## config.mk

```make
export PLATFORM = sky130hd
export DESIGN_NAME = g2h_port
export DESIGN_NICKNAME = d
export VERILOG_FILES = /design/src/logic/g2h_pkg.sv /design/src/logic/g2h_sync.sv /design/src/logic/g2h_buf.sv /design/src/logic/g2h_port.sv
export VERILOG_INCLUDE_DIRS = /design/src /design/src/logic
export SDC_FILE = /design/constraint.sdc
export NUM_CORES = 1
export LEC_CHECK = 0
export ABC_AREA = 1
export ABC_CLOCK_PERIOD_IN_PS = 8200
export BUFFER_PORTS_ARGS = -buffer_cell sky130_fd_sc_hd__buf_2
export CELL_PAD_IN_SITES_DETAIL_PLACEMENT = 0
export CELL_PAD_IN_SITES_GLOBAL_PLACEMENT = 1
export CORE_ASPECT_RATIO = 0.5
export CORE_MARGIN = 5
export CORE_UTILIZATION = 46
export CTS_BUF_LIST = sky130_fd_sc_hd__clkbuf_8
export CTS_CLUSTER_SIZE = 30
export DETAILED_ROUTE_END_ITERATION = 8
export HOLD_SLACK_MARGIN = 0.15
export PLACE_DENSITY = 0.87
export SLEW_MARGIN = 20
export SYNTH_ARGS = -nofsm -noshare
export SYNTH_HDL_FRONTEND = slang
export SYNTH_HIERARCHICAL = 1
export SYNTH_SLANG_ARGS = --single-unit
```

## constraint.sdc

```tcl
create_clock -name clk -period 8.2 [get_ports clk]
set_input_delay 1.23 -clock clk [delete_from_list [all_inputs] [get_ports clk]]
set_output_delay 1.23 -clock clk [all_outputs]
set_load 0.02 [all_outputs]
```

## src/logic/g2h_defines.svh

```systemverilog
// Register map, field positions, reset values and timing of the group 2 handshake port.
// Assumes a 20 MHz clock and an APB slave with an 8-bit word-aligned address.
`ifndef G2H_DEFINES_SVH
`define G2H_DEFINES_SVH

// Register byte offsets
`define G2H_OFS_CONFIG 8'h00
`define G2H_OFS_DATA 8'h04
`define G2H_OFS_DIR 8'h08
`define G2H_OFS_STATUS 8'h0c

// Configuration register fields
`define G2H_BIT_PORTD_HS_EN 10
`define G2H_BIT_PORTC_HS_EN 9
`define G2H_BIT_LOCAL_RESET 8
`define G2H_BIT_REQ_INVERT 6
`define G2H_BIT_PORTC_DBL 5
`define G2H_BIT_PULSE_MODE 4
`define G2H_BIT_TRAILING 3
`define G2H_BIT_ACK_INVERT 2
`define G2H_BIT_ACK_MANUAL 1
`define G2H_BIT_EXTRA_OUT 0

// Direction register fields
`define G2H_BIT_PORTC_WRITE 0
`define G2H_BIT_PORTD_WRITE 1

// Status register fields
`define G2H_BIT_ST_DATA_READY 0
`define G2H_BIT_ST_ACK 1
`define G2H_BIT_ST_REQ_ACTIVE 2
`define G2H_BIT_ST_LOCAL_RESET 3
`define G2H_BIT_ST_BUSY 4

// Reset values
`define G2H_RST_PORT_DATA 8'h00

// Timing
`define G2H_CLK_MHZ 20
`define G2H_ACK_PULSE_NS 100

`endif

```

## src/logic/g2h_pkg.sv

```systemverilog
// Types shared by the group 2 handshake port design.
// Assumes g2h_defines.svh carries every number.
package g2h_pkg;

	typedef enum logic [1:0] {
		G2H_IDLE,
		G2H_XFER,
		G2H_ACK
	} g2h_hs_t;

	typedef struct packed {
		logic portd_en;
		logic portc_en;
		logic local_reset;
		logic req_invert;
		logic portc_dbl;
		logic pulse_mode;
		logic trailing;
		logic ack_invert;
		logic ack_manual;
		logic extra_out;
	} g2h_cfg_t;

	typedef struct packed {
		g2h_cfg_t cfg;
		logic portc_write;
		logic portd_write;
		logic [7:0] portc_first;
		logic [7:0] portc_second;
		logic [7:0] portd_data;
		g2h_hs_t hs;
		logic [3:0] ack_cnt;
		logic req_prev;
		logic [15:0] xfer_word;
		logic push_valid;
		logic [7:0] portc_pin;
		logic portc_pin_oe;
		logic [7:0] portd_pin;
		logic portd_pin_oe;
		logic ack_pin;
		logic extra_pin;
		logic pready;
		logic pslverr;
		logic [31:0] prdata;
	} g2h_state_t;

endpackage : g2h_pkg

```

## src/logic/g2h_sync.sv

```systemverilog
// Three-stage input synchroniser with agreement filter for connector pins.
// Assumes inputs are asynchronous to clk; output changes only when stages two and three agree.
module g2h_sync
	import g2h_pkg::*;
#(
	parameter int W = 8
)
(
	// Clock and reset
	input wire logic clk,
	input wire logic rst_n,
	// Pin side
	input wire logic [W-1:0] din,
	// Synchronised side
	output logic [W-1:0] dout
);

	typedef struct packed {
		logic [W-1:0] s1;
		logic [W-1:0] s2;
		logic [W-1:0] s3;
		logic [W-1:0] q;
	} g2h_sync_state_t;

	g2h_sync_state_t st;
	g2h_sync_state_t next_st;

	always_comb
	begin
		next_st = st;
		next_st.s1 = din;
		next_st.s2 = st.s1;
		next_st.s3 = st.s2;
		for (int i = 0; i < W; i++)
		begin
			if (st.s2[i] == st.s3[i])
				next_st.q[i] = st.s3[i];
		end
	end

	always_ff @(posedge clk or negedge rst_n)
	begin
		if (!rst_n)
			st <= '0;
		else
			st <= next_st;
	end

	assign dout = st.q;

endmodule : g2h_sync

```

## src/logic/g2h_buf.sv

```systemverilog
// Two-entry buffer with valid/ready on both sides and a flush input.
// Assumes single clock; read data come from the storage registers.
module g2h_buf
	import g2h_pkg::*;
#(
	parameter int W = 16
)
(
	// Clock and reset
	input wire logic clk,
	input wire logic rst_n,
	input wire logic flush,
	// Fill side
	input wire logic in_valid,
	output logic in_ready,
	input wire logic [W-1:0] in_data,
	// Drain side
	output logic out_valid,
	input wire logic out_ready,
	output logic [W-1:0] out_data
);

	typedef struct packed {
		logic [1:0][W-1:0] mem;
		logic wr_ptr;
		logic rd_ptr;
		logic [1:0] count;
	} g2h_buf_state_t;

	g2h_buf_state_t st;
	g2h_buf_state_t next_st;
	logic push;
	logic pop;

	assign in_ready = (st.count != 2'h2);
	assign out_valid = (st.count != 2'h0);
	assign out_data = st.mem[st.rd_ptr];
	assign push = in_valid && in_ready;
	assign pop = out_valid && out_ready;

	always_comb
	begin
		next_st = st;
		if (flush)
		begin
			next_st.count = 2'h0;
			next_st.wr_ptr = 1'b0;
			next_st.rd_ptr = 1'b0;
		end
		else
		begin
			if (push)
			begin
				next_st.mem[st.wr_ptr] = in_data;
				next_st.wr_ptr = ~st.wr_ptr;
			end
			if (pop)
				next_st.rd_ptr = ~st.rd_ptr;
			if (push && !pop)
				next_st.count = st.count + 2'h1;
			else if (pop && !push)
				next_st.count = st.count - 2'h1;
		end
	end

	always_ff @(posedge clk or negedge rst_n)
	begin
		if (!rst_n)
			st <= '0;
		else
			st <= next_st;
	end

endmodule : g2h_buf

```

## src/logic/g2h_port.sv

```systemverilog
// Group 2 handshake port: ports C and D of a parallel digital I/O group with APB registers.
// Assumes an APB3 master on clk; connector pins are asynchronous and pass a synchroniser.
//
// Operation
// - Port D handshake enable makes port D join the group 2 handshake.
// - Port C handshake enable makes port C join the group 2 handshake.
// - Setting then clearing local reset returns group 2 handshake logic to reset.
// - Configuration bit 7 is ignored.
// - Request invert selects low-active request; otherwise request is high-active.
// - Double-buffered output: host fills first buffer, request moves it to connector buffer.
// - Single-buffered output: host write appears on the connector at once.
// - Double-buffered input: request latches connector data; reads return latched data.
// - Single-buffered input: reads return live connector data.
// - Pulse mode makes request and acknowledge pulses, else levels.
// - In pulse mode act on trailing edge if selected, else leading edge.
// - Acknowledge invert set: acknowledge driven low to end a transfer.
// - Acknowledge invert clear: acknowledge driven high to end a transfer.
// - Manual acknowledge bit drives the acknowledge line directly.
// - Extra output bit drives the spare output line directly.
`include "g2h_defines.svh"

module g2h_port
	import g2h_pkg::*;
#(
	parameter int ADDR_W = 8,
	parameter int PORT_W = 8
)
(
	// Clock and reset
	input wire logic clk,
	input wire logic rstn,
	// APB slave
	input wire logic psel,
	input wire logic penable,
	input wire logic pwrite,
	input wire logic [ADDR_W-1:0] paddr,
	input wire logic [31:0] pwdata,
	output logic [31:0] prdata,
	output logic pready,
	output logic pslverr,
	// Port C connector pins
	input wire logic [PORT_W-1:0] portc_in,
	output logic [PORT_W-1:0] portc_out,
	output logic portc_oe,
	// Port D connector pins
	input wire logic [PORT_W-1:0] portd_in,
	output logic [PORT_W-1:0] portd_out,
	output logic portd_oe,
	// Handshake and spare lines
	input wire logic group2_request,
	output logic group2_acknowledge,
	output logic extra_output_two
);

	localparam int ACK_PULSE_CYC = (`G2H_ACK_PULSE_NS * `G2H_CLK_MHZ + 999) / 1000;
	localparam logic [3:0] ACK_PULSE_LAST = 4'(ACK_PULSE_CYC - 1);

	logic rst_q1;
	logic rst_n;
	g2h_state_t st;
	g2h_state_t next_st;
	logic [PORT_W-1:0] portc_sync;
	logic [PORT_W-1:0] portd_sync;
	logic req_sync;
	logic buf_in_ready;
	logic buf_out_valid;
	logic [15:0] buf_out_data;
	logic buf_pop;
	logic buf_flush;
	logic setup;
	logic access_done;
	logic req_act;
	logic hs_event;
	logic latch_mode;

	// Reset release through two flops; assertion stays asynchronous
	always_ff @(posedge clk or negedge rstn)
	begin
		if (!rstn)
		begin
			rst_q1 <= 1'b0;
			rst_n <= 1'b0;
		end
		else
		begin
			rst_q1 <= 1'b1;
			rst_n <= rst_q1;
		end
	end

	g2h_sync #(
		.W(PORT_W)
	) u_sync_c (
		.clk(clk),
		.rst_n(rst_n),
		.din(portc_in),
		.dout(portc_sync)
	);

	g2h_sync #(
		.W(PORT_W)
	) u_sync_d (
		.clk(clk),
		.rst_n(rst_n),
		.din(portd_in),
		.dout(portd_sync)
	);

	g2h_sync #(
		.W(1)
	) u_sync_req (
		.clk(clk),
		.rst_n(rst_n),
		.din(group2_request),
		.dout(req_sync)
	);

	// Latched input words wait here so a slow reader does not lose a transfer
	g2h_buf #(
		.W(16)
	) u_buf (
		.clk(clk),
		.rst_n(rst_n),
		.flush(buf_flush),
		.in_valid(st.push_valid),
		.in_ready(buf_in_ready),
		.in_data(st.xfer_word),
		.out_valid(buf_out_valid),
		.out_ready(buf_pop),
		.out_data(buf_out_data)
	);

	function automatic logic active_level(input logic raw, input logic invert);
		active_level = raw ^ invert;
	endfunction : active_level

	function automatic logic is_reg(input logic [ADDR_W-1:0] a, input logic [7:0] ofs);
		is_reg = (a == ADDR_W'(ofs));
	endfunction : is_reg

	function automatic logic group_enabled(input g2h_cfg_t c);
		group_enabled = (c.portc_en || c.portd_en) && !c.local_reset;
	endfunction : group_enabled

	assign setup = psel && !penable;
	assign access_done = psel && penable && st.pready;
	assign req_act = active_level(req_sync, st.cfg.req_invert);
	assign latch_mode = (st.cfg.portc_en && !st.portc_write && st.cfg.portc_dbl) ||
		(st.cfg.portd_en && !st.portd_write);
	assign buf_pop = access_done && !pwrite && is_reg(paddr, `G2H_OFS_DATA) &&
		latch_mode && buf_out_valid;
	assign buf_flush = st.cfg.local_reset;

	// Pulse mode picks leading or trailing edge; level mode acts as the request goes active
	always_comb
	begin
		if (st.cfg.pulse_mode && st.cfg.trailing)
			hs_event = !req_act && st.req_prev;
		else
			hs_event = req_act && !st.req_prev;
	end

	always_comb
	begin
		next_st = st;
		next_st.pready = setup;
		next_st.pslverr = 1'b0;
		next_st.prdata = 32'h0;

		// Register read data and unmapped answer are prepared in the setup cycle
		if (setup)
		begin
			if (!pwrite)
			begin
				if (is_reg(paddr, `G2H_OFS_DATA))
				begin
					if (latch_mode && buf_out_valid)
						next_st.prdata[15:0] = buf_out_data;
					else
						next_st.prdata[15:0] = {portd_sync, portc_sync};
					if (!(st.cfg.portd_en && !st.portd_write))
						next_st.prdata[15:8] = portd_sync;
					if (!(st.cfg.portc_en && !st.portc_write && st.cfg.portc_dbl))
						next_st.prdata[7:0] = portc_sync;
				end
				else if (is_reg(paddr, `G2H_OFS_DIR))
				begin
					next_st.prdata[`G2H_BIT_PORTC_WRITE] = st.portc_write;
					next_st.prdata[`G2H_BIT_PORTD_WRITE] = st.portd_write;
				end
				else if (is_reg(paddr, `G2H_OFS_STATUS))
				begin
					next_st.prdata[`G2H_BIT_ST_DATA_READY] = buf_out_valid;
					next_st.prdata[`G2H_BIT_ST_ACK] = (st.hs == G2H_ACK);
					next_st.prdata[`G2H_BIT_ST_REQ_ACTIVE] = req_act;
					next_st.prdata[`G2H_BIT_ST_LOCAL_RESET] = st.cfg.local_reset;
					next_st.prdata[`G2H_BIT_ST_BUSY] = (st.hs != G2H_IDLE);
				end
				else if (!is_reg(paddr, `G2H_OFS_CONFIG))
					next_st.pslverr = 1'b1;
			end
			else if (!is_reg(paddr, `G2H_OFS_CONFIG) && !is_reg(paddr, `G2H_OFS_DATA) &&
				!is_reg(paddr, `G2H_OFS_DIR))
				next_st.pslverr = 1'b1;
		end

		// Register writes take effect at the completing access edge
		if (access_done && pwrite)
		begin
			if (is_reg(paddr, `G2H_OFS_CONFIG))
			begin
				if (st.cfg.local_reset && !pwdata[`G2H_BIT_LOCAL_RESET])
					next_st.cfg = '0;
				else
				begin
					next_st.cfg.portd_en = pwdata[`G2H_BIT_PORTD_HS_EN];
					next_st.cfg.portc_en = pwdata[`G2H_BIT_PORTC_HS_EN];
					next_st.cfg.local_reset = pwdata[`G2H_BIT_LOCAL_RESET];
					next_st.cfg.req_invert = pwdata[`G2H_BIT_REQ_INVERT];
					next_st.cfg.portc_dbl = pwdata[`G2H_BIT_PORTC_DBL];
					next_st.cfg.pulse_mode = pwdata[`G2H_BIT_PULSE_MODE];
					next_st.cfg.trailing = pwdata[`G2H_BIT_TRAILING];
					next_st.cfg.ack_invert = pwdata[`G2H_BIT_ACK_INVERT];
					next_st.cfg.ack_manual = pwdata[`G2H_BIT_ACK_MANUAL];
					next_st.cfg.extra_out = pwdata[`G2H_BIT_EXTRA_OUT];
					// Bit 7 has no storage and is dropped
				end
			end
			else if (is_reg(paddr, `G2H_OFS_DATA))
			begin
				next_st.portc_first = pwdata[7:0];
				next_st.portd_data = pwdata[15:8];
			end
			else if (is_reg(paddr, `G2H_OFS_DIR))
			begin
				next_st.portc_write = pwdata[`G2H_BIT_PORTC_WRITE];
				next_st.portd_write = pwdata[`G2H_BIT_PORTD_WRITE];
			end
		end

		// Handshake sequencer
		unique case (st.hs)
			G2H_IDLE:
			begin
				if (hs_event && group_enabled(st.cfg))
				begin
					if (st.cfg.portc_en && st.portc_write && st.cfg.portc_dbl)
						next_st.portc_second = st.portc_first;
					next_st.ack_cnt = 4'h0;
					if (latch_mode)
					begin
						next_st.xfer_word = {portd_sync, portc_sync};
						next_st.push_valid = 1'b1;
						next_st.hs = G2H_XFER;
					end
					else
						next_st.hs = G2H_ACK;
				end
			end
			G2H_XFER:
			begin
				// A full buffer holds off the acknowledge, stalling the far end
				if (buf_in_ready)
				begin
					next_st.push_valid = 1'b0;
					next_st.hs = G2H_ACK;
				end
			end
			G2H_ACK:
			begin
				if (st.cfg.pulse_mode)
				begin
					next_st.ack_cnt = st.ack_cnt + 4'h1;
					if (st.ack_cnt == ACK_PULSE_LAST)
						next_st.hs = G2H_IDLE;
				end
				else if (!req_act)
					next_st.hs = G2H_IDLE;
			end
		endcase

		// Local reset holds the handshake idle and drops any latched word
		if (next_st.cfg.local_reset || st.cfg.local_reset)
		begin
			next_st.hs = G2H_IDLE;
			next_st.push_valid = 1'b0;
			next_st.ack_cnt = 4'h0;
		end

		// Track with the polarity now written, so a polarity change makes no false edge
		next_st.req_prev = active_level(req_sync, next_st.cfg.req_invert);

		// Connector pins follow the next state so each comes from a flop
		if (next_st.cfg.portc_dbl && next_st.portc_write)
			next_st.portc_pin = next_st.portc_second;
		else
			next_st.portc_pin = next_st.portc_first;
		next_st.portc_pin_oe = next_st.portc_write;
		next_st.portd_pin = next_st.portd_data;
		next_st.portd_pin_oe = next_st.portd_write;
		if (next_st.hs == G2H_ACK)
			next_st.ack_pin = !next_st.cfg.ack_invert;
		else
			next_st.ack_pin = next_st.cfg.ack_manual;
		next_st.extra_pin = next_st.cfg.extra_out;
	end

	always_ff @(posedge clk or negedge rst_n)
	begin
		if (!rst_n)
		begin
			st <= '0;
			st.hs <= G2H_IDLE;
			st.portc_first <= `G2H_RST_PORT_DATA;
			st.portc_second <= `G2H_RST_PORT_DATA;
			st.portd_data <= `G2H_RST_PORT_DATA;
		end
		else
			st <= next_st;
	end

	assign prdata = st.prdata;
	assign pready = st.pready;
	assign pslverr = st.pslverr;
	assign portc_out = st.portc_pin;
	assign portc_oe = st.portc_pin_oe;
	assign portd_out = st.portd_pin;
	assign portd_oe = st.portd_pin_oe;
	assign group2_acknowledge = st.ack_pin;
	assign extra_output_two = st.extra_pin;

endmodule : g2h_port

```

After elaboration in Yosys (flattened, before gate mapping)
Cells that the tools add are included.
- $mul: 0
- eq/ne operators: 29
- mux-type cells: 55
- divide/modulo/power cells: 0
- add/subtract/negate cells: 3
- $lt $le $gt $ge: 3
- reductions and logical operators: 61
- shifts and indexed selects: 0
- bitwise logic cells: 7
- operators with widths (cell ; number):
    16-bit two-way mux ; 6
    8-bit two-way mux ; 8
    32-bit bitwise mux ; 1
    1-bit logical AND ; 28
    10-bit two-way mux ; 2
    2-bit two-way mux ; 10
    18-bit two-way mux ; 1
    1-bit == test ; 17
    16-bit demux with 1-bit select ; 1
    8-bit by 4-bit == test with 1-bit output, second input constant ; 2
    1-bit two-way mux ; 15
    1-bit zero test ; 14
    6-bit two-way mux ; 2
    11-bit two-way mux ; 1
    5-bit two-way mux ; 2
    3-bit AND reduction ; 3
    3-bit nonzero test ; 3
    8-bit by 3-bit == test with 1-bit output, second input constant ; 1
    8-bit zero test ; 1
    4-bit two-way mux ; 2
    4-bit one-hot mux with 2 select lines ; 1
    4-bit AND reduction ; 2
    2-bit nonzero test ; 4
    3-bit by 2-bit != test with 1-bit output, second input constant ; 2
    other kinds (18) ; 29
- bits in latches: 0
- word-level logic and storage cells: 216
- flip-flop bits (word level): 193
- bits of input ports: 62
- memories kept: 0
- output and inout port bits: 54
- bits in read-only memories: 0
- memory bits (writable): 0

Longest topological paths before layout
Gate-level depths: netlist of the first run.
- depth after elaboration: 11
- depth in mapped cells: 14
- depth with buffers taken out: 13

Cells and area by module
The synthesis of the first run kept the hierarchy.
- modules (own cells, without submodules) (module ; seq. area each (um^2) ; area each (um^2) ; instances ; cells an instance):
    g2h_port ; 2227.1 ; 4449.3 ; 1 ; 497
    g2h_sync at u_sync_c ... ; 800.8 ; 991.0 ; 2 ; 72
    g2h_buf ; 900.9 ; 1764.2 ; 1 ; 202
    g2h_sync at u_sync_req ; 100.1 ; 116.4 ; 1 ; 8

Least setup slack after synthesis of the first run
No wires, ideal clock.
- path type: input to register
- start: input port paddr[7]
- end: register u_buf/st[0] in the netlist's numbering
- cell stages on the path: 10
- data required time: 8.075 ns
- setup slack: 5.401 ns
- library setup time: 0.125 ns
- arrival time: 2.674 ns
- buffers on the path: 0
- path through: nor2_1 nand2_2 nor2_4 inv_1 a2111oi_1 nand2_1 ha_1 inv_1 o21ai_0 a21oi_1
- word-level cells in the longest chain between the ends: 9
- elaborated cells on any way between the ends: 11
- those cells by class: 1 x eq/ne; 2 x mux; 8 x reduce/logical
- ends and longest elaborated chain (element ; RTL line ; RTL):
    start: declaration ; g2h_port.sv:36 ; input wire logic [ADDR_W-1:0] paddr,
    8-bit by 3-bit == test with 1-bit output * ; g2h_port.sv:138 ; is_reg = (a == ADDR_W'(ofs));
    1-bit logical AND * (3 in a row) ; g2h_port.sv:150 ; assign buf_pop = access_done && !pwrite && is_reg(paddr, `G2H_OFS_DATA) &&
    via buf_pop ; g2h_port.sv:68 ; logic buf_pop;
    1-bit logical AND * ; g2h_buf.sv:39 ; assign pop = out_valid && out_ready;
    1-bit zero test ; g2h_buf.sv:59 ; if (push && !pop)
    1-bit logical AND ; g2h_buf.sv:59 ;
    2-bit two-way mux ; g2h_buf.sv:59 ;
    4-bit two-way mux ; g2h_buf.sv:44 ; if (flush)
    end signal: assignment ; g2h_buf.sv:71 ; st <= next_st;
    end: declaration ; g2h_buf.sv:30 ; g2h_buf_state_t st;
The timed path passes the listed nets; every way through them passes the cells marked *.
A chain may end at the register's enable or synchronous reset.

Worst setup path after layout of the first run
- start: register u_buf/st[1] in the netlist's numbering
- end: register u_buf/st[1] in the netlist's numbering
- word-level cells in the longest chain between the ends: 7
- elaborated cells on any way between the ends: 15
- those cells by class: 2 x add/sub; 1 x eq/ne; 3 x mux; 9 x reduce/logical
- ends and longest elaborated chain (element ; RTL line ; RTL):
    2-bit nonzero test * ; g2h_buf.sv:36 ; assign out_valid = (st.count != 2'h0);
    via buf_out_valid ; g2h_port.sv:66 ; logic buf_out_valid;
    1-bit logical AND * ; g2h_port.sv:150 ;
    via buf_pop ; g2h_port.sv:68 ;
    1-bit logical AND * ; g2h_buf.sv:39 ;
    1-bit zero test ; g2h_buf.sv:59 ;
    1-bit logical AND ; g2h_buf.sv:59 ;
    2-bit two-way mux ; g2h_buf.sv:59 ;
    4-bit two-way mux ; g2h_buf.sv:44 ;
The timed path passes the listed nets; every way through them passes the cells marked *. The select of a mux whose other input is x is not followed.

==> results_dict.tcl, run 1 <==
set metrics [dict create \
    crit_chain "inv_1 -> nand2_1 -> nand3_1 -> a2111oi_1 -> nand2_1 -> ha_1 -> inv_1 -> nand3_1 -> nand2_1 -> inv_1" \
    wl_per_cell_um 14.2 \
    vias 5486 \
    regArea_um2 4830 \
    final-setup-viol-count 0 \
    grt_max_degree 76 \
    met3_length_um 837 \
    hold_buffers 0 \
    syn_inst 851 \
    dp_slack_ns 4.90 \
    cts_buffer_depth 2 \
    maxSlewHeadroom_pct 39.5 \
    synth_edf_count 0 \
    ant_nets 0 \
    r2r_slack_ns 5.25 \
    hold_violations 0 \
    worstMarginPinSlew_ns 0.907 \
    p_leak_nw 4.59 \
    drc 0 \
    cts_resized 0 \
    cpPeakStageDelay_ns 0.72 \
    startpoint_type "register" \
    required_ns 8.57 \
    fin_setup_tns_ns 0 \
    skew_ns 0.0118 \
    fillCellCount 1653 \
    clkSinkCount 193 \
    io_pins 116 \
    drv_slew 0 \
    ys_ff_latch 193 \
    core-area_um2 17600 \
    cell_internal_pwr_mw 1.26 \
    async_flop_share_pct 100 \
    antenna_found_initial 0 \
    cts_setup_buffers 0 \
    p_sw_mw 0.419 \
    antenna_cells 0 \
    p_sw_share_pct 24.9 \
    cts_max_level 4 \
    grt_overflow 0 \
    status "complete, no violations" \
    combPwrFrac_pct 4.2 \
    grt_pass1_vias 5509 \
    dr_wl_met2_um 7310 \
    crit_fanout 12 \
    grt_pass1_wl_um 27000 \
    routed_wl_um 16100 \
    area_growth_syn_to_layout_pct 6.64 \
    crit_type "reg2reg" \
    dieHeight_um 105 \
    worstPathArrival_ns 3.32 \
    clk_pin_slew_ns 0.10 \
    yosys_warnings 6 \
    peakVddDrop_v 0.000104 \
    synth_seq_area_share_pct 58.1 \
    fin_crit_sh_pct 36.0 \
    grt.total_usage_pct 15.7 \
    die_area_um2 21000 \
    avgSynthCellArea_um2 9.77 \
    final_cell_mix "219 x nand2_1, 192 x dfrtp_1, 89 x inv_1" \
    root_buffer "clkbuf_8" \
    cts_buffers 17 \
    layout-drive-gt1-share_pct 20.8 \
    viasPerCell 4.84 \
    drt-met1-wl_um 7770 \
    synth.distinct_cells 42 \
    highest_layer "met4" \
    detailed_place_hpwl_um 10900 \
    maxCapViolCount 0 \
    cp-end-kind "register" \
    place_congestion 0.784 \
    rr_startpoint "u_buf/st[1]" \
    cts_tree "built" \
    grt_setup_unrepaired "no" \
    portBuffers 83 \
    final_nets 955 \
    slowest_stage "a2111oi_1" \
    rr_endpoint "u_buf/st[1]" \
    rows 34 \
    r2r_cells 10 \
    initialDrtViolationCount 270 \
    die_w_um 200 \
    endpoint "u_buf/st[1]" \
    crit_start "u_buf/st[1]" \
    p_clk_share_pct 36.4 \
    setup_slack_ns 5.25 \
    final_common_cell "nand2_1" \
    firstDrtPassIters 5 \
    multi_input_comb_area_um2 2530 \
    clock_latency_ns 0.47 \
    finalWorstPathRequiredPeriod_ns 2.95 \
    total_power_mw 1.68 \
    syn-cell-area_um2 8310 \
    fmax_ghz 0.339 \
    ys.flop_type "dfrtp_1" \
    holdCritPathClass "reg2async" \
    power_density_nw_per_um2 190 \
    seq_power_share_pct 59.4 \
    initial_core_util_pct 47.3 \
]
-- worst max-delay path: cells and delay by family (launching register included) --
| kind | cells | cell delay (ns) |
|---|---|---|
| buffers and inverters | 3 | 0.22 |
| flip-flops | 1 | 0.43 |
| AO/OA/AOI/OAI | 1 | 0.72 |
| adder cells (fa/ha/maj) | 1 | 0.32 |
| AND/OR/NAND/NOR | 5 | 1.16 |
-- worst min path at each step --
stage	startpoint	end	slack, ns	cells after the start
after global placement	u_sync_c/next_st[18]	u_sync_c/next_st[10]	0.33	0
after global routing	rst_q1	rst_n	0.36	0
after floorplan	rst_q1	rst_n	0.33	0
after detailed placement	u_sync_d/next_st[17]	u_sync_d/next_st[9]	0.34	0
final	rst_n	portd_out[2]	0.36	0
after CTS	u_sync_c/next_st[23]	u_sync_c/next_st[15]	0.36	0
-- metrics by stage --
stage | hold slack [ns] | instances | cell area (um^2) | util, %
final | 0.355 | 1134 | 8860 | 50.4
after global routing | 0.364 | 1134 | 8860 | 50.4
after CTS | 0.360 | 1134 | 8860 | 50.4
after detailed placement | 0.336 | 1102 | 8470 | 48.2
after global placement | 0.333 | 1102 | 8470 | 48.2
after floorplan | 0.331 | 866 | 8370 | -
-- area by class of cell --
type | count | area share (%)
sequential | 193 | 54.5
multi-input combinational | 491 | 28.6
timing repair buffer | 86 | 4.94
inverter | 98 | 4.19
tap | 234 | 3.30
clock buffer | 19 | 2.95
clock inverter | 13 | 1.48
-- state kept, by name, indices dropped and copies added, names as in the netlist, 2 cells and up --
signal              count
prdata                 16
u_sync_c/next_st       16
u_buf/st               36
u_sync_req/next_st      2
u_sync_c/dout           8
st                     48
u_sync_d/dout           8
portc_out               8
u_sync_d/st             8
u_sync_d/next_st       16
portd_out               8
u_sync_c/st             8
-- kinds of logic (layout without fill, tap and decap cells) --
logic type	count (synthesis)	count (layout)	share of synthesized area, %
flops	193	193	58.1
fa+ha+maj	6	6	0.903
xor+xnor	2	2	0.211
simple gates	324	324	17.2
other cells	2	17	0.0904
buf+inv	182	216	12.1
compound gates	129	129	9.44
mux	13	13	1.97
-- Yosys cell counts (2+ instances only) --
cell type | n | area share [%]
ha_1 | 6 | 0.90
mux2_2 | 7 | 0.95
nand2_2 | 8 | 0.60
buf_4 | 65 | 5.9
buf_2 | 10 | 0.60
inv_1 | 89 | 4.0
nand4_1 | 11 | 0.83
clkinv_1 | 2 | 0.090
buf_6 | 8 | 1.1
a21oi_1 | 41 | 2.5
nand2_4 | 3 | 0.41
o21ai_0 | 39 | 2.3
o21ai_2 | 24 | 2.5
o21ai_1 | 14 | 0.84
conb_1 | 2 | 0.090
mux2_4 | 5 | 0.90
inv_2 | 5 | 0.23
nor2_4 | 2 | 0.27
nor2_2 | 2 | 0.15
nor3_1 | 3 | 0.18
nand2_1 | 219 | 9.9
nand3_2 | 4 | 0.48
nor2_1 | 33 | 1.5
o22ai_1 | 3 | 0.23
nand3_1 | 35 | 2.1
dfrtp_1 | 193 | 58
xor2_1 | 2 | 0.21
o31ai_1 | 2 | 0.18
-- power groups by stage --
stage	Sequential (mW)	Clock [mW]	Combinational (mW)
detailed placement	1.02	0	0.0707
CTS	0.999	0.633	0.0712
global route	1.00	0.674	0.0813
floorplan	1.02	0	0.0550
global placement	1.02	0	0.0689
finish	0.998	0.612	0.0699
-- routing by layer --
layer	up-vias	track usage, %
met5	-	0
met4	0	4.42
met3	12	4.39
met2	117	24.2
met1	2670	22.2
li1	2687	-
No activity file was read; power rests on OpenSTA's default activity.
==> run 2: changes to the inputs <==
- ABC_AREA: 1 -> 0
- ABC_CLOCK_PERIOD_IN_PS: 8200 -> 2650
- CORE_UTILIZATION: 46 -> 43
- PLACE_DENSITY: 0.87 -> 0.83
- clock period: 8.2 -> 2.65 ns (I/O delays scaled with it)
==> results_dict.tcl, run 2 <==
set metrics [dict create \
    fin_crit_sh_pct 84.6 \
    synth.distinct_cells 63 \
    seq_power_share_pct 51.9 \
    routed_wl_um 15000 \
    required_ns 2.97 \
    grt_overflow 0 \
    synth_mux_area_share_pct 11.7 \
    crit_type "reg2reg" \
    skew_ns 0.0168 \
    io_pins 116 \
    drv_slew 0 \
    startpoint_type "register" \
    final_nets 789 \
    setup_slack_ns 0.409 \
    wl_per_cell_um 15.2 \
    initialDrtViolationCount 205 \
    rr_startpoint "u_sync_req/dout" \
    synth_seq_area_share_pct 59.4 \
    layout-drive-gt1-share_pct 32.3 \
    drc 0 \
    synth_area_leaders "dfrtp_1 59%, buf_4 6.1%, mux2_2 5.7%" \
    synth.most_common_cell "dfrtp_1" \
    r2r_slack_ns 0.41 \
    async_flop_share_pct 100 \
    viasPerCell 4.75 \
    largest_reg_flops 48 \
    cts_buffers 17 \
    final_area_um2 9210 \
    synth.largest_area_cell "dfrtp_1" \
    place_area_um2 8530 \
    hold_violations 0 \
    cell_internal_pwr_mw 4.30 \
    holdCritPathClass "in2reg" \
    cts_max_level 4 \
    power_density_nw_per_um2 668 \
    crit_start "u_sync_req/dout" \
    crit_fanout 8 \
    vias 4718 \
    dp_slack_ns 0.0353 \
    antenna_cells 0 \
    antenna_found_initial 0 \
    total_power_mw 6.16 \
    synth_compound_area_share_pct 5.92 \
    portBuffers 83 \
    status "complete, no violations" \
    grt.total_usage_pct 14.6 \
    die_w_um 205 \
    dieHeight_um 107 \
    synthXorXnorAreaFrac_pct 0.631 \
    clock_latency_ns 0.46 \
    maxSlewHeadroom_pct 58.5 \
    initial_core_util_pct 44.0 \
    cp_top_family "multiplexers" \
    cp-end-kind "register" \
    fin_setup_tns_ns 0 \
    root_buffer "clkbuf_8" \
    final-setup-viol-count 0 \
    syn_inst 641 \
    synth_edf_count 0 \
    p_clk_share_pct 32.9 \
    ys.flop_type "dfrtp_1" \
    combPwrFrac_pct 15.2 \
    final_common_cell "dfrtp_1" \
    final_cell_mix "192 x dfrtp_1, 83 x buf_2, 76 x nand2_1" \
    slowest_stage "or3_1" \
    cts_buffer_depth 2 \
    core-area_um2 18500 \
    p_sw_share_pct 30.1 \
    area_growth_syn_to_layout_pct 13.2 \
    place_congestion 0.767 \
    hold-worst-slack_ns 0.174 \
    finalWorstPathRequiredPeriod_ns 2.24 \
    reg_top3 "st: 48 flops, u_buf/st: 36 flops" \
    synth_top_family_by_area "multiplexers" \
    grt_pass1_vias 4989 \
    worstPathArrival_ns 2.56 \
    worstHoldStart "pwdata[10]" \
    ant_nets 0 \
    ys_ff_latch 193 \
    crit_chain "xor2_2 -> mux2i_1 -> buf_4 -> or3_1 -> mux2i_4 -> a221oi_2" \
    path_buf_inv 1 \
    clkSinkCount 193 \
    peakVddDrop_v 0.000351 \
    avgSynthCellArea_um2 12.7 \
    detailed_place_hpwl_um 10500 \
    p_sw_mw 1.85 \
    grt_max_degree 49 \
    rows 35 \
    cpPeakStageDelay_ns 0.51 \
    die_area_um2 21900 \
    ys_top_cells_by_count "193 x dfrtp_1, 76 x nand2_1, 66 x buf_4" \
    synth-adder-area-share_pct 3.28 \
    firstDrtPassIters 4 \
    cts_tree "built" \
    yosysTopAreaCellShare_pct 59.4 \
    syn-cell-area_um2 8140 \
    clk_pin_slew_ns 0.11 \
    largest_register "st" \
    grt_pass1_wl_um 25500 \
    worstMarginPinSlew_ns 0.622 \
    fmax_ghz 0.446 \
    maxCapViolCount 0 \
    grt_setup_unrepaired "no" \
    p_leak_nw 4.61 \
    yosys.area_share.simple_pct 10.5 \
    yosys_warnings 6 \
]
run 2: cell count changes in the layout (fill, tap and decap cells not counted), sizes merged, moves of 21 or more:
| cell | before | now |
|---|---|---|
| a21oi | 41 | 20 |
| dlygate4sd3 | 0 | 24 |
| inv | 97 | 34 |
| mux2 | 12 | 75 |
| nand2 | 230 | 77 |
| nor2 | 37 | 16 |
| o21ai | 78 | 20 |
run 2: final timing paths:
path | depth (start not counted) | endpoint
max | 6 | portc_out[7]
min reg2reg | 0 | st[105]
max in group asynchronous | 1 | st[64]
min | 3 | portd_out[2]
max reg2reg | 6 | portc_out[7]
min in group asynchronous | 2 | rst_n
run 2: cells by family after synthesis:
group                      Yosys count
AOI/OAI and AO/OA                   64
xor gates and xnor gates             5
adders and majority gates           23
buffers and inverters              109
DFF                                193
muxes                               81
other                                2
and+or+nand+nor                    164
run 2: per-stage QoR:
| stage | utilization (%) | instances |
|---|---|---|
| 2_1_floorplan | - | 656 |
| 3_3_place_gp | 46.2 | 937 |
| 3_5_place_dp | 46.2 | 937 |
| 4_1_cts | 49.9 | 993 |
| 5_1_grt | 49.9 | 993 |
| 6_report | 49.9 | 993 |
run 2: cell type report:
class                      instances  area, um^2
fill                            1663        9270
multi-input combinational        354        2670
tap                              259         324
timing repair buffer             129         846
inverter                          26        97.6
clock buffer                      17         234
clock inverter                    15         205
sequential                       193        4830
run 2: routing by layer:
layer	track usage, %	vias up	routed length [um]
met4	3.58	0	140
met5	0	-	0
met1	20.0	2366	7280
met3	3.61	9	626
li1	-	2267	-
met2	23.6	76	7000
run 2: repair_timing:
| action | 4_1_cts | 5_1_grt |
|---|---|---|
| hold buffers | 24 | 0 |
| endpoints found under the hold margin | 25 | 0 |
| gates resized for setup | 0 | 0 |
| setup buffers | 0 | 0 |
run 2: power groups by stage:
stage | combinational, mW | clock (mW) | sequential, mW
6_report | 0.936 | 2.03 | 3.19
5_1_grt | 1.03 | 2.21 | 3.22
4_1_cts | 0.946 | 2.09 | 3.20
3_5_place_dp | 0.916 | 0 | 3.25
3_3_place_gp | 0.898 | 0 | 3.25
2_1_floorplan | 0.730 | 0 | 3.26
run 2: worst reg2reg max path: stages (launching register included):
cell and delay (ns):
dfrtp_1 0.45, xor2_2 0.29, mux2i_1 0.13, buf_4 0.17, or3_1 0.51, mux2i_4 0.45, a221oi_2 0.12
